[config.mk]
export PLATFORM = sky130hd
export DESIGN_NAME = capture_ctrl_flat
export DESIGN_NICKNAME = d
export VERILOG_FILES = /design/src/design/capture_pkg.sv /design/src/design/capture_if.sv /design/src/design/capture_ctrl.sv /design/src/flat_wrapper.sv
export SDC_FILE = /design/constraint.sdc
export NUM_CORES = 1
export LEC_CHECK = 0
export ABC_AREA = 1
export BUFFER_PORTS_ARGS = -buffer_cell sky130_fd_sc_hd__buf_2
export CELL_PAD_IN_SITES_DETAIL_PLACEMENT = 0
export CELL_PAD_IN_SITES_GLOBAL_PLACEMENT = 1
export CORE_MARGIN = 10
export CORE_UTILIZATION = 46
export DETAILED_ROUTE_END_ITERATION = 7
export GPL_TIMING_DRIVEN = 0
export PLACE_DENSITY = 0.8
export SLEW_MARGIN = 40
export SYNTH_ARGS = -nofsm -noshare
export SYNTH_HDL_FRONTEND = slang
export SYNTH_SLANG_ARGS = --single-unit
[constraint.sdc]
create_clock -name clk -period 5 [get_ports clk]
set_input_delay 1 -clock clk [delete_from_list [all_inputs] [get_ports clk]]
set_output_delay 1 -clock clk [all_outputs]
set_load 0.02 [all_outputs]
[src/design/capture_pkg.sv]
/*
 Shared constants for the serial receive pulse width capture unit and its
 polling controller. Assumes a single 10 MHz clock with synchronous reset.
*/
package capture_pkg;
	localparam int          COUNT_WIDTH     = 24;
	localparam logic [1:0]  SEL_NONE        = 2'h0;
	localparam logic [1:0]  SEL_RX_FIRST    = 2'h1;
	localparam logic [1:0]  EDGE_OFF        = 2'h0;
	localparam logic [1:0]  EDGE_RISING     = 2'h1;
	localparam logic [1:0]  EDGE_FALLING    = 2'h2;
	localparam int          CLK_HZ          = 10_000_000;
	localparam int          TICK_HZ         = 10_000;
	localparam int          TICK_CYCLES     = CLK_HZ / TICK_HZ;
	localparam logic [23:0] COUNT_RESET     = 24'h00_0000;
	// Wishbone register offsets of the controller
	localparam logic [3:0]  ADDR_CONTROL    = 4'h0;
	localparam logic [3:0]  ADDR_WIDTH      = 4'h4;
	localparam logic [3:0]  ADDR_STATUS     = 4'h8;
	localparam logic [3:0]  ADDR_CLEAR      = 4'hc;
	// Field positions
	localparam int          CTRL_ENABLE_BIT = 0;
	localparam int          ST_PULSE_BIT    = 0;
	localparam int          ST_REJECT_BIT   = 1;
	localparam int          ST_BITS         = 2;
	localparam logic [1:0]  ST_RESET        = 2'h0;
	localparam int          MIN_BITS        = 1;
	localparam int          MAX_BITS        = 4;
	localparam logic [23:0] BIT_TIME_RESET  = 24'h00_0800;
	typedef enum logic [1:0] {
		POLL_IDLE,
		POLL_FLAG,
		POLL_DATA
	} poll_state_type;
endpackage : capture_pkg

[src/design/capture_if.sv]
/*
 Register port between the capture unit and its polling controller.
 Assumes both ends share one clock; reads act in the cycle rd is high.
*/
`timescale 1ns/1ps
interface capture_if;
	logic        ctrl_we;
	logic [1:0]  sel_wdata;
	logic [1:0]  edge_wdata;
	logic        flag_rd;
	logic        flag_rdata;
	logic        data_rd;
	logic [23:0] data_rdata;
	modport unit (
		input  ctrl_we, sel_wdata, edge_wdata, flag_rd, data_rd,
		output flag_rdata, data_rdata
	);
	modport ctrl (
		output ctrl_we, sel_wdata, edge_wdata, flag_rd, data_rd,
		input  flag_rdata, data_rdata
	);
endinterface : capture_if

[src/design/capture_ctrl.sv]
/*
 Polling controller: measures low pulse widths through the capture unit and
 reports them over a classic Wishbone slave. Assumes one 10 MHz clock.
*/
`timescale 1ns/1ps
module capture_ctrl
	import capture_pkg::*;
#(
	parameter int TICK = TICK_CYCLES
) (
	input  wire logic        clk,
	input  wire logic        rst,
	capture_if.ctrl          port_if,
	input  wire logic        wb_cyc_i,
	input  wire logic        wb_stb_i,
	input  wire logic        wb_we_i,
	input  wire logic [3:0]  wb_adr_i,
	input  wire logic [3:0]  wb_sel_i,
	input  wire logic [31:0] wb_dat_i,
	output logic      [31:0] wb_dat_o,
	output logic             wb_ack_o,
	output logic             irq
);
	logic [15:0]       tick_reg;
	logic              enable_reg;
	logic              second_reg;
	logic [23:0]       first_reg;
	logic [23:0]       width_reg;
	logic [23:0]       bit_time_reg;
	logic [ST_BITS-1:0] status_reg;
	logic [ST_BITS-1:0] irq_en_reg;
	logic [ST_BITS-1:0] ev_pulse;
	logic [ST_BITS-1:0] clr;
	poll_state_type    state_reg;
	logic [23:0]       diff;
	logic              ok;
	logic              wb_hit;

	// Width of n bits lies between n-0.5 and n+0.5 bit times
	function automatic logic in_range(input logic [23:0] w, input logic [23:0] bt);
		logic r;
		r = 1'b0;
		for (int n = MIN_BITS; n <= MAX_BITS; n++)
			if ({8'h00, w} * 2 >= (2 * n - 1) * {8'h00, bt} && {8'h00, w} * 2 < (2 * n + 1) * {8'h00, bt})
				r = 1'b1;
		return r;
	endfunction : in_range

	assign diff = port_if.data_rdata - first_reg;
	assign ok   = in_range(diff, bit_time_reg);
	assign wb_hit = wb_cyc_i & wb_stb_i & ~wb_ack_o;
	assign clr = (wb_hit && wb_we_i && wb_adr_i == ADDR_CLEAR && wb_sel_i[0]) ? wb_dat_i[ST_BITS-1:0] : '0;

	always_ff @(posedge clk) begin
		if (rst || tick_reg == 16'(TICK - 1))
			tick_reg <= 16'h0000;
		else
			tick_reg <= tick_reg + 16'h0001;
	end

	always_ff @(posedge clk) begin
		if (rst) begin
			state_reg          <= POLL_IDLE;
			second_reg         <= 1'b0;
			first_reg          <= 24'h00_0000;
			width_reg          <= 24'h00_0000;
			bit_time_reg       <= BIT_TIME_RESET;
			ev_pulse           <= '0;
			port_if.ctrl_we    <= 1'b0;
			port_if.sel_wdata  <= SEL_NONE;
			port_if.edge_wdata <= EDGE_OFF;
			port_if.flag_rd    <= 1'b0;
			port_if.data_rd    <= 1'b0;
		end else begin
			ev_pulse        <= '0;
			port_if.ctrl_we <= 1'b0;
			port_if.flag_rd <= 1'b0;
			port_if.data_rd <= 1'b0;
			unique case (state_reg)
				POLL_IDLE: begin
					if (!enable_reg) begin
						if (port_if.sel_wdata != SEL_NONE) begin
							port_if.ctrl_we   <= 1'b1;
							port_if.sel_wdata <= SEL_NONE;
						end
						second_reg <= 1'b0;
					end else if (port_if.sel_wdata != SEL_RX_FIRST) begin
						port_if.ctrl_we    <= 1'b1;
						port_if.sel_wdata  <= SEL_RX_FIRST;
						port_if.edge_wdata <= EDGE_FALLING;
					end else if (tick_reg == 16'h0000) begin
						port_if.flag_rd <= 1'b1;
						state_reg       <= POLL_FLAG;
					end
				end
				POLL_FLAG: begin
					// Flag sampled in the same cycle as its read strobe, before the clear lands
					if (port_if.flag_rdata) begin
						port_if.data_rd <= 1'b1;
						state_reg       <= POLL_DATA;
					end else
						state_reg <= POLL_IDLE;
				end
				POLL_DATA: begin
					port_if.ctrl_we <= 1'b1;
					state_reg       <= POLL_IDLE;
					if (!second_reg) begin
						first_reg          <= port_if.data_rdata;
						port_if.edge_wdata <= EDGE_RISING;
						second_reg         <= 1'b1;
					end else begin
						width_reg          <= diff;
						port_if.edge_wdata <= EDGE_FALLING;
						second_reg         <= 1'b0;
						ev_pulse[ST_PULSE_BIT]  <= ok;
						ev_pulse[ST_REJECT_BIT] <= ~ok;
						if (ok && diff < bit_time_reg)
							bit_time_reg <= diff;
					end
				end
			endcase
		end
	end

	// Set wins over clear
	always_ff @(posedge clk) begin
		if (rst)
			status_reg <= ST_RESET;
		else
			status_reg <= (status_reg & ~clr) | ev_pulse;
	end

	always_ff @(posedge clk) begin
		if (rst) begin
			enable_reg <= 1'b0;
			irq_en_reg <= ST_RESET;
		end else if (wb_hit && wb_we_i && wb_sel_i[0]) begin
			if (wb_adr_i == ADDR_CONTROL)
				enable_reg <= wb_dat_i[CTRL_ENABLE_BIT];
			if (wb_adr_i == ADDR_STATUS)
				irq_en_reg <= wb_dat_i[ST_BITS-1:0];
		end
	end

	always_ff @(posedge clk) begin
		if (rst) begin
			wb_ack_o <= 1'b0;
			wb_dat_o <= 32'h0000_0000;
			irq      <= 1'b0;
		end else begin
			wb_ack_o <= wb_hit;
			irq      <= |(status_reg & irq_en_reg);
			wb_dat_o <= 32'h0000_0000;
			if (wb_hit && !wb_we_i) begin
				unique case (wb_adr_i)
					ADDR_CONTROL: wb_dat_o <= {31'h0000_0000, enable_reg};
					ADDR_WIDTH:   wb_dat_o <= {8'h00, width_reg};
					ADDR_STATUS:  wb_dat_o <= {14'h0000, irq_en_reg, 14'h0000, status_reg};
					default:      wb_dat_o <= 32'h0000_0000;
				endcase
			end
		end
	end
endmodule : capture_ctrl

[src/flat_wrapper.sv]
// flat-port wrapper written by rule: the top's interface ports become plain ports
module capture_ctrl_flat import capture_pkg::*;
#(
	parameter int TICK = TICK_CYCLES
)
  (clk, rst, wb_cyc_i, wb_stb_i, wb_we_i, wb_adr_i, wb_sel_i, wb_dat_i, wb_dat_o, wb_ack_o, irq, port_if_ctrl_we, port_if_sel_wdata, port_if_edge_wdata, port_if_flag_rd, port_if_data_rd, port_if_flag_rdata, port_if_data_rdata);
  capture_if port_if_i ();
  input  wire logic clk;
  input  wire logic rst;
  input  wire logic wb_cyc_i;
  input  wire logic wb_stb_i;
  input  wire logic wb_we_i;
  input  wire logic [3:0] wb_adr_i;
  input  wire logic [3:0] wb_sel_i;
  input  wire logic [31:0] wb_dat_i;
  output logic      [31:0] wb_dat_o;
  output logic wb_ack_o;
  output logic irq;
  output wire logic [$bits(port_if_i.ctrl_we)-1:0] port_if_ctrl_we;
  output wire logic [$bits(port_if_i.sel_wdata)-1:0] port_if_sel_wdata;
  output wire logic [$bits(port_if_i.edge_wdata)-1:0] port_if_edge_wdata;
  output wire logic [$bits(port_if_i.flag_rd)-1:0] port_if_flag_rd;
  output wire logic [$bits(port_if_i.data_rd)-1:0] port_if_data_rd;
  input wire logic [$bits(port_if_i.flag_rdata)-1:0] port_if_flag_rdata;
  input wire logic [$bits(port_if_i.data_rdata)-1:0] port_if_data_rdata;
  assign port_if_ctrl_we = port_if_i.ctrl_we;
  assign port_if_sel_wdata = port_if_i.sel_wdata;
  assign port_if_edge_wdata = port_if_i.edge_wdata;
  assign port_if_flag_rd = port_if_i.flag_rd;
  assign port_if_data_rd = port_if_i.data_rd;
  assign port_if_i.flag_rdata = port_if_flag_rdata;
  assign port_if_i.data_rdata = port_if_data_rdata;
  capture_ctrl #(.TICK(TICK)) u_core (.clk(clk), .rst(rst), .port_if(port_if_i), .wb_cyc_i(wb_cyc_i), .wb_stb_i(wb_stb_i), .wb_we_i(wb_we_i), .wb_adr_i(wb_adr_i), .wb_sel_i(wb_sel_i), .wb_dat_i(wb_dat_i), .wb_dat_o(wb_dat_o), .wb_ack_o(wb_ack_o), .irq(irq));
endmodule
Word-level counts from Yosys, hierarchy flattened:

Index checks and enable logic that the tools add are counted.

* register bits: 139
* bits of input ports: 70
* output and inout bits: 41
* word-level logic and storage cells: 119

* add/subtract/negate cells: 2
* multipliers: 4
* order comparisons: 9
* equality and inequality tests: 13
* multiplexer cells: 27
* bitwise operators: 14
* reductions and logical operators: 32

Operator list (count)
* $pmux W24 S3: 1
* $ge A25 B27 Y1: 2
* $lt A25 B27 Y1: 2
* $mul A3 B24 Y27 const A: 2
* $lt A25 B28 Y1: 1
* $mul A4 B24 Y28 const A: 1
* $ge A25 B26 Y1: 1
* $lt A25 B26 Y1: 1
* $mul A2 B24 Y26 const A: 1
* $ge A25 B24 Y1: 1
* $lt A24 B24 Y1: 1
* $sub A24 B24 Y24: 1
* $mux W2: 11
* $add A16 B1 Y16 const B: 1
* $eq A16 B10 Y1 const B: 1
* $logic_not A16 Y1: 1
* $reduce_and A3 Y1: 4
* $mux W1: 11
* $logic_and A1 B1 Y1: 10
* $reduce_and A2 Y1: 5
* $eq A4 B4 Y1 const B: 2
* $ne A2 B1 Y1 const B: 4
* $not A1 Y1: 8
* $ne A2 B2 Y1 const B: 3
* other kinds (18): 25

Logic depth before layout (Yosys ltp):

* depth in word-level cells: 9
* depth in mapped cells: 34
* gate-level depth less buffers: 34

Least setup slack after synthesis:

No wires, ideal clock.

* path type: input port to flip-flop
* start: input port port_if_data_rdata[0]
* end: register u_core.bit_time_reg[10]
* setup time: 116 ps
* arrival time: 4458 ps
* data required time: 4884 ps
* slack: 426 ps
* cell stages on the path: 33
* buffers on the path: 1
* path through: inv_1 > ha_1 > inv_1 > fa_1 > nand3_1 > nand2_1 > a21oi_1 > o21ai_0 > nand3_1 > nand2_1 > nand3_1 > nand2_1 > nand3_1 > nand2_1 > xor2_1 > inv_1 > ha_1 > nand2_1 > o21ai_0 > nand2_1 > nand2_1 > nand2_1 > nand2_1 > nand2_1 > nand2_1 > nand2_1 > nand2_1 > inv_1 > nand2_1 > nand4_4 > buf_4 > a21oi_1 > nor2_1

* word-level cells in the longest chain between the ends: 9
* elaborated cells between the ends (all ways): 20
* classes of those cells: 1 x add/sub; 9 x order compare; 4 x mux; 6 x reduce/logical

Ends and longest elaborated chain
* from (decl): RTL line flat_wrapper.sv:25 `input wire logic [$bits(port_if_i.data_rdata)-1:0] port_if_data_rdata;`
* $sub A24 B24 Y24 (*): RTL line capture_ctrl.sv:49 `assign diff = port_if.data_rdata - first_reg;`
* net u_core.diff[20]: RTL line capture_ctrl.sv:35 `logic [23:0] diff;`
* $lt A25 B26 Y1 / $ge A25 B24 Y1 (equally long branches): RTL line capture_ctrl.sv:44 `if ({8'h00, w} * 2 >= (2 * n - 1) * {8'h00, bt} && {8'h00, w} * 2 < (2 * n + 1) * {8'h00, bt})`
* $logic_and A1 B1 Y1: RTL line capture_ctrl.sv:44
* $mux W1 (4 in a row): RTL line capture_ctrl.sv:44
* $logic_and A1 B1 Y1 (*): RTL line capture_ctrl.sv:117 `if (ok && diff < bit_time_reg)`
* $reduce_and A3 Y1 (no line) (*)
* to (signal assigned): RTL line capture_ctrl.sv:118 `bit_time_reg <= diff;`
* to (decl): RTL line capture_ctrl.sv:29 `logic [23:0] bit_time_reg;`

The timed path passes the listed nets; every way through them passes the cells marked *.
A chain may end at the register's enable or synchronous reset.

Worst setup path in the final report:

* start: input port port_if_data_rdata[0]
* end: register u_core.bit_time_reg[19]

Same word-level chain as after synthesis.

==> metrics.md <==
| Metric | Value |
|---|---|
| H-tree depth | 4 |
| Hold path cells | 2 |
| Die Ht | 199 µm |
| I/O Buffers | 67 |
| Largest net degree at the start of global routing | 17 |
| CP peak stage delay | 0.37 ns |
| Setup violations, final | 0 |
| Synth Instances | 2108 |
| Clock buffer depth | 2 |
| Number of diodes | 0 |
| CP max-delay cell | fa_2 |
| Clock slew at reported path FFs | 0.07 ns |
| DRT iter0 DRCs | 960 |
| Primary FF master, synth | dfxtp_1 |
| Post-DP HPWL | 34800 µm |
| Yosys top cell by area | ha_1 |
| Initial cell density of the core | 46.8% |
| Post-synthesis sequential area ratio | 17.6% |
| Hold Crit Class | flip-flop to flip-flop |
| Row count | 65 |
| Post-CTS Hold Buffers | 0 |
| Worst-Margin Slew | 0.887 ns |
| DRT Wirelength | 45000 µm |
| Worst-path maximum fanout | 8 |
| Crit path kind | primary input to flip-flop |
| Total core area | 31600 µm² |
| Top Usage Layer GRT | met2 |
| Die area | 39800 µm² |
| CTS Sinks | 130 |
| Synth cell types | 45 |
| Fmax | 205 MHz |
| Met2 usage | 35.4% |
| Max IR drop VDD | 0.000247 V |
| Hold WS | 0.445 ns |
| WHS Endpoint | u_core.wb_dat_o[22] |
| Status | complete, no violations |
| Max transition margin | 40.8% |
| Clock skew | 0.00854 ns |
| Initial antenna violation count | 4 |
| IO Count | 111 |
| GR Util met3 | 2.76% |
| Final hold viol count | 0 |
| Total GRT Usage | 21.9% |
| CTS Buf Count | 17 |
| GRT overflow | 0 |
| Worst R2R End | u_core.bit_time_reg[19] |
| Critical path required time | 5.31 ns |
| Reg2reg start | u_core.bit_time_reg[0] |
| Design Area, Final | 17000 µm² |
| Routed WL per cell | 17.0 µm |
| P_leak | 8.31 nW |
| Hold Crit Start | u_core.width_reg[22] |
| #FFs+latches synth | 130 |
| Crit path top cell by count | nand2_1 |
| Tmin final | 4.89 ns |
| Placer Congestion | 0.888 |
| Critical Path End Type | flip-flop |
| R2r setup slk | 0.30 ns |
| Area after DPL | 15800 µm² |
| Syn avg cell area | 7.02 µm² |
| Layout area overhead | 14.7% |
| Clk_lat worst skew | 0.42 ns |
| Delay-heaviest family, CP | simple AND/OR/NAND/NOR gates |
| DR DRC count | 0 |
| Number of global-route vias before repair | 13100 |
| Power per Cell Area | 190 nW/µm² |
| Root buf cell | clkbuf_16 |
| Type of origin of the critical path | primary input |
| Area fraction of the dominant cell type after synthesis | 25.4% |
| Routed vias | 14100 |
| First-pass GRT wire length | 69000 µm |
| R2R cell count | 27 |
| Antenna viol nets, final | 0 |
| Period utilisation layout | 97.8% |
| Share of cells above drive strength 1 | 10.1% |
| Chip Width | 199 µm |
| Worst endpoint data arrival time | 5.20 ns |
| Drt via density | 5.35 |
| Max cap viols | 0 |
| Crit path buf inv count | 9 |
| Async set-or-reset flop fraction in the synthesized netlist | 0% |
| DRT Pass-1 Iters | 5 |
| Synth Warn # | 0 |
| M1 GR Usage | 30.9% |
| Slew Viols, Final | 0 |
| Post-Synthesis Cell Area | 14800 µm² |
| CTS tree | built |
| Post-synth EDFFs | 0 |
| Nets | 2630 |
| Top cells by area, synth | ha_1, dfxtp_1, nand2_1, a21oi_1, inv_1 |
cell usage after synthesis (all sizes together) (18+ instances only):
master / number
a21o: 18
a21oi: 250
a31oi: 21
clkbuf: 26
dfxtp: 130
fa: 29
ha: 300
inv: 292
nand2: 425
nand3: 75
nand4: 24
nor2: 162
nor3: 39
o21ai: 121
xnor2: 30
xor2: 75
kinds of logic (layout without fill, tap and decap cells):
family / Yosys count / count (layout) / share of synthesized area, %
xor+xnor: 105 / 105 / 6.21
flops: 130 / 130 / 17.6
fa+ha+maj: 329 / 329 / 29.3
compound gates: 458 / 458 / 16.9
other cells: 1 / 9 / 0.0253
buf+inv: 335 / 462 / 8.90
simple gates: 750 / 751 / 21.1
layout by cell type (no fill, tap or decap), drive strengths merged, types with 8 or more instances in the layout:
cell	instances
a21oi	250
o21ai	121
o21a	8
nand3b	10
nor3	39
a21o	18
nor2	162
ha	300
buf	109
o21bai	12
fa	29
a211oi	8
nand4	25
nand3	75
nand2	425
dfxtp	130
xnor2	30
conb	9
a31oi	21
nor4	8
xor2	75
clkbuf	45
inv	300
power by group:
group          total [W]  internal [W]  switching [W]
Sequential       0.00104       0.00104     0.00000362
Clock            0.00130      0.000760       0.000539
Combinational   0.000889      0.000344       0.000545
Total            0.00323       0.00214        0.00109
metrics by stage:
| step | worst slack (ns) | setup TNS, ns | instances | utilization, % | total power, W |
|---|---|---|---|---|---|
| after floorplan | 0.426 | 0 | 2116 | - | 0.00155 |
| after global placement | -1.21 | -29.78 | 2585 | 49.5 | 0.00177 |
| after detailed placement | -1.33 | -32.47 | 2585 | 49.8 | 0.00179 |
| after CTS | -0.000969 | -0.000969 | 2621 | 52.1 | 0.00310 |
| after global routing | -0.0310 | -0.194 | 2646 | 53.7 | 0.00338 |
| final | 0.112 | 0 | 2646 | 53.7 | 0.00323 |
final cells by class:
| class | count | area (µm²) |
|---|---|---|
| clock buffers | 17 | 425 |
| repair buffers | 95 | 619 |
| flip-flops and latches | 130 | 2630 |
| clock inverters | 15 | 188 |
| multi-input cells | 1652 | 11300 |
| plain buffers | 42 | 238 |
| well taps | 402 | 503 |
| fillers | 3165 | 14600 |
| inverters | 293 | 1110 |
worst max-delay path by stage:
stage	cells past startpoint	to	start
global route	28	u_core.bit_time_reg[19]	port_if_data_rdata[0]
floorplan	33	u_core.bit_time_reg[10]	port_if_data_rdata[0]
finish	28	u_core.bit_time_reg[19]	port_if_data_rdata[0]
detailed placement	29	u_core.bit_time_reg[2]	port_if_data_rdata[0]
CTS	34	u_core.bit_time_reg[15]	port_if_data_rdata[0]
global placement	29	u_core.bit_time_reg[2]	port_if_data_rdata[0]
worst reg2reg max path: cells and delay by family, from the launching register on:
kind	cells	cell delay (ns)
adders and majority gates	4	1.40
and+or+nand+nor	11	1.00
AOI/OAI and AO/OA	6	1.13
xor gates and xnor gates	1	0.14
buffers and inverters	5	0.53
DFF	1	0.39
repair_timing:
item / in CTS / in global routing
buffers inserted: 4 / 20
resized for setup: 27 / 68
pin swaps: 3 / 9
cloned: 0 / 5
endpoints found under the setup margin: 26 / 26
layer usage:
layer | part of all wire [%] | vias to the layer above
li1 | - | 7308
met4 | 0.97 | 0
met2 | 44 | 327
met1 | 50 | 6470
met5 | 0 | -
met3 | 5.0 | 38
Note: power is estimated with default switching activity, not from simulation.
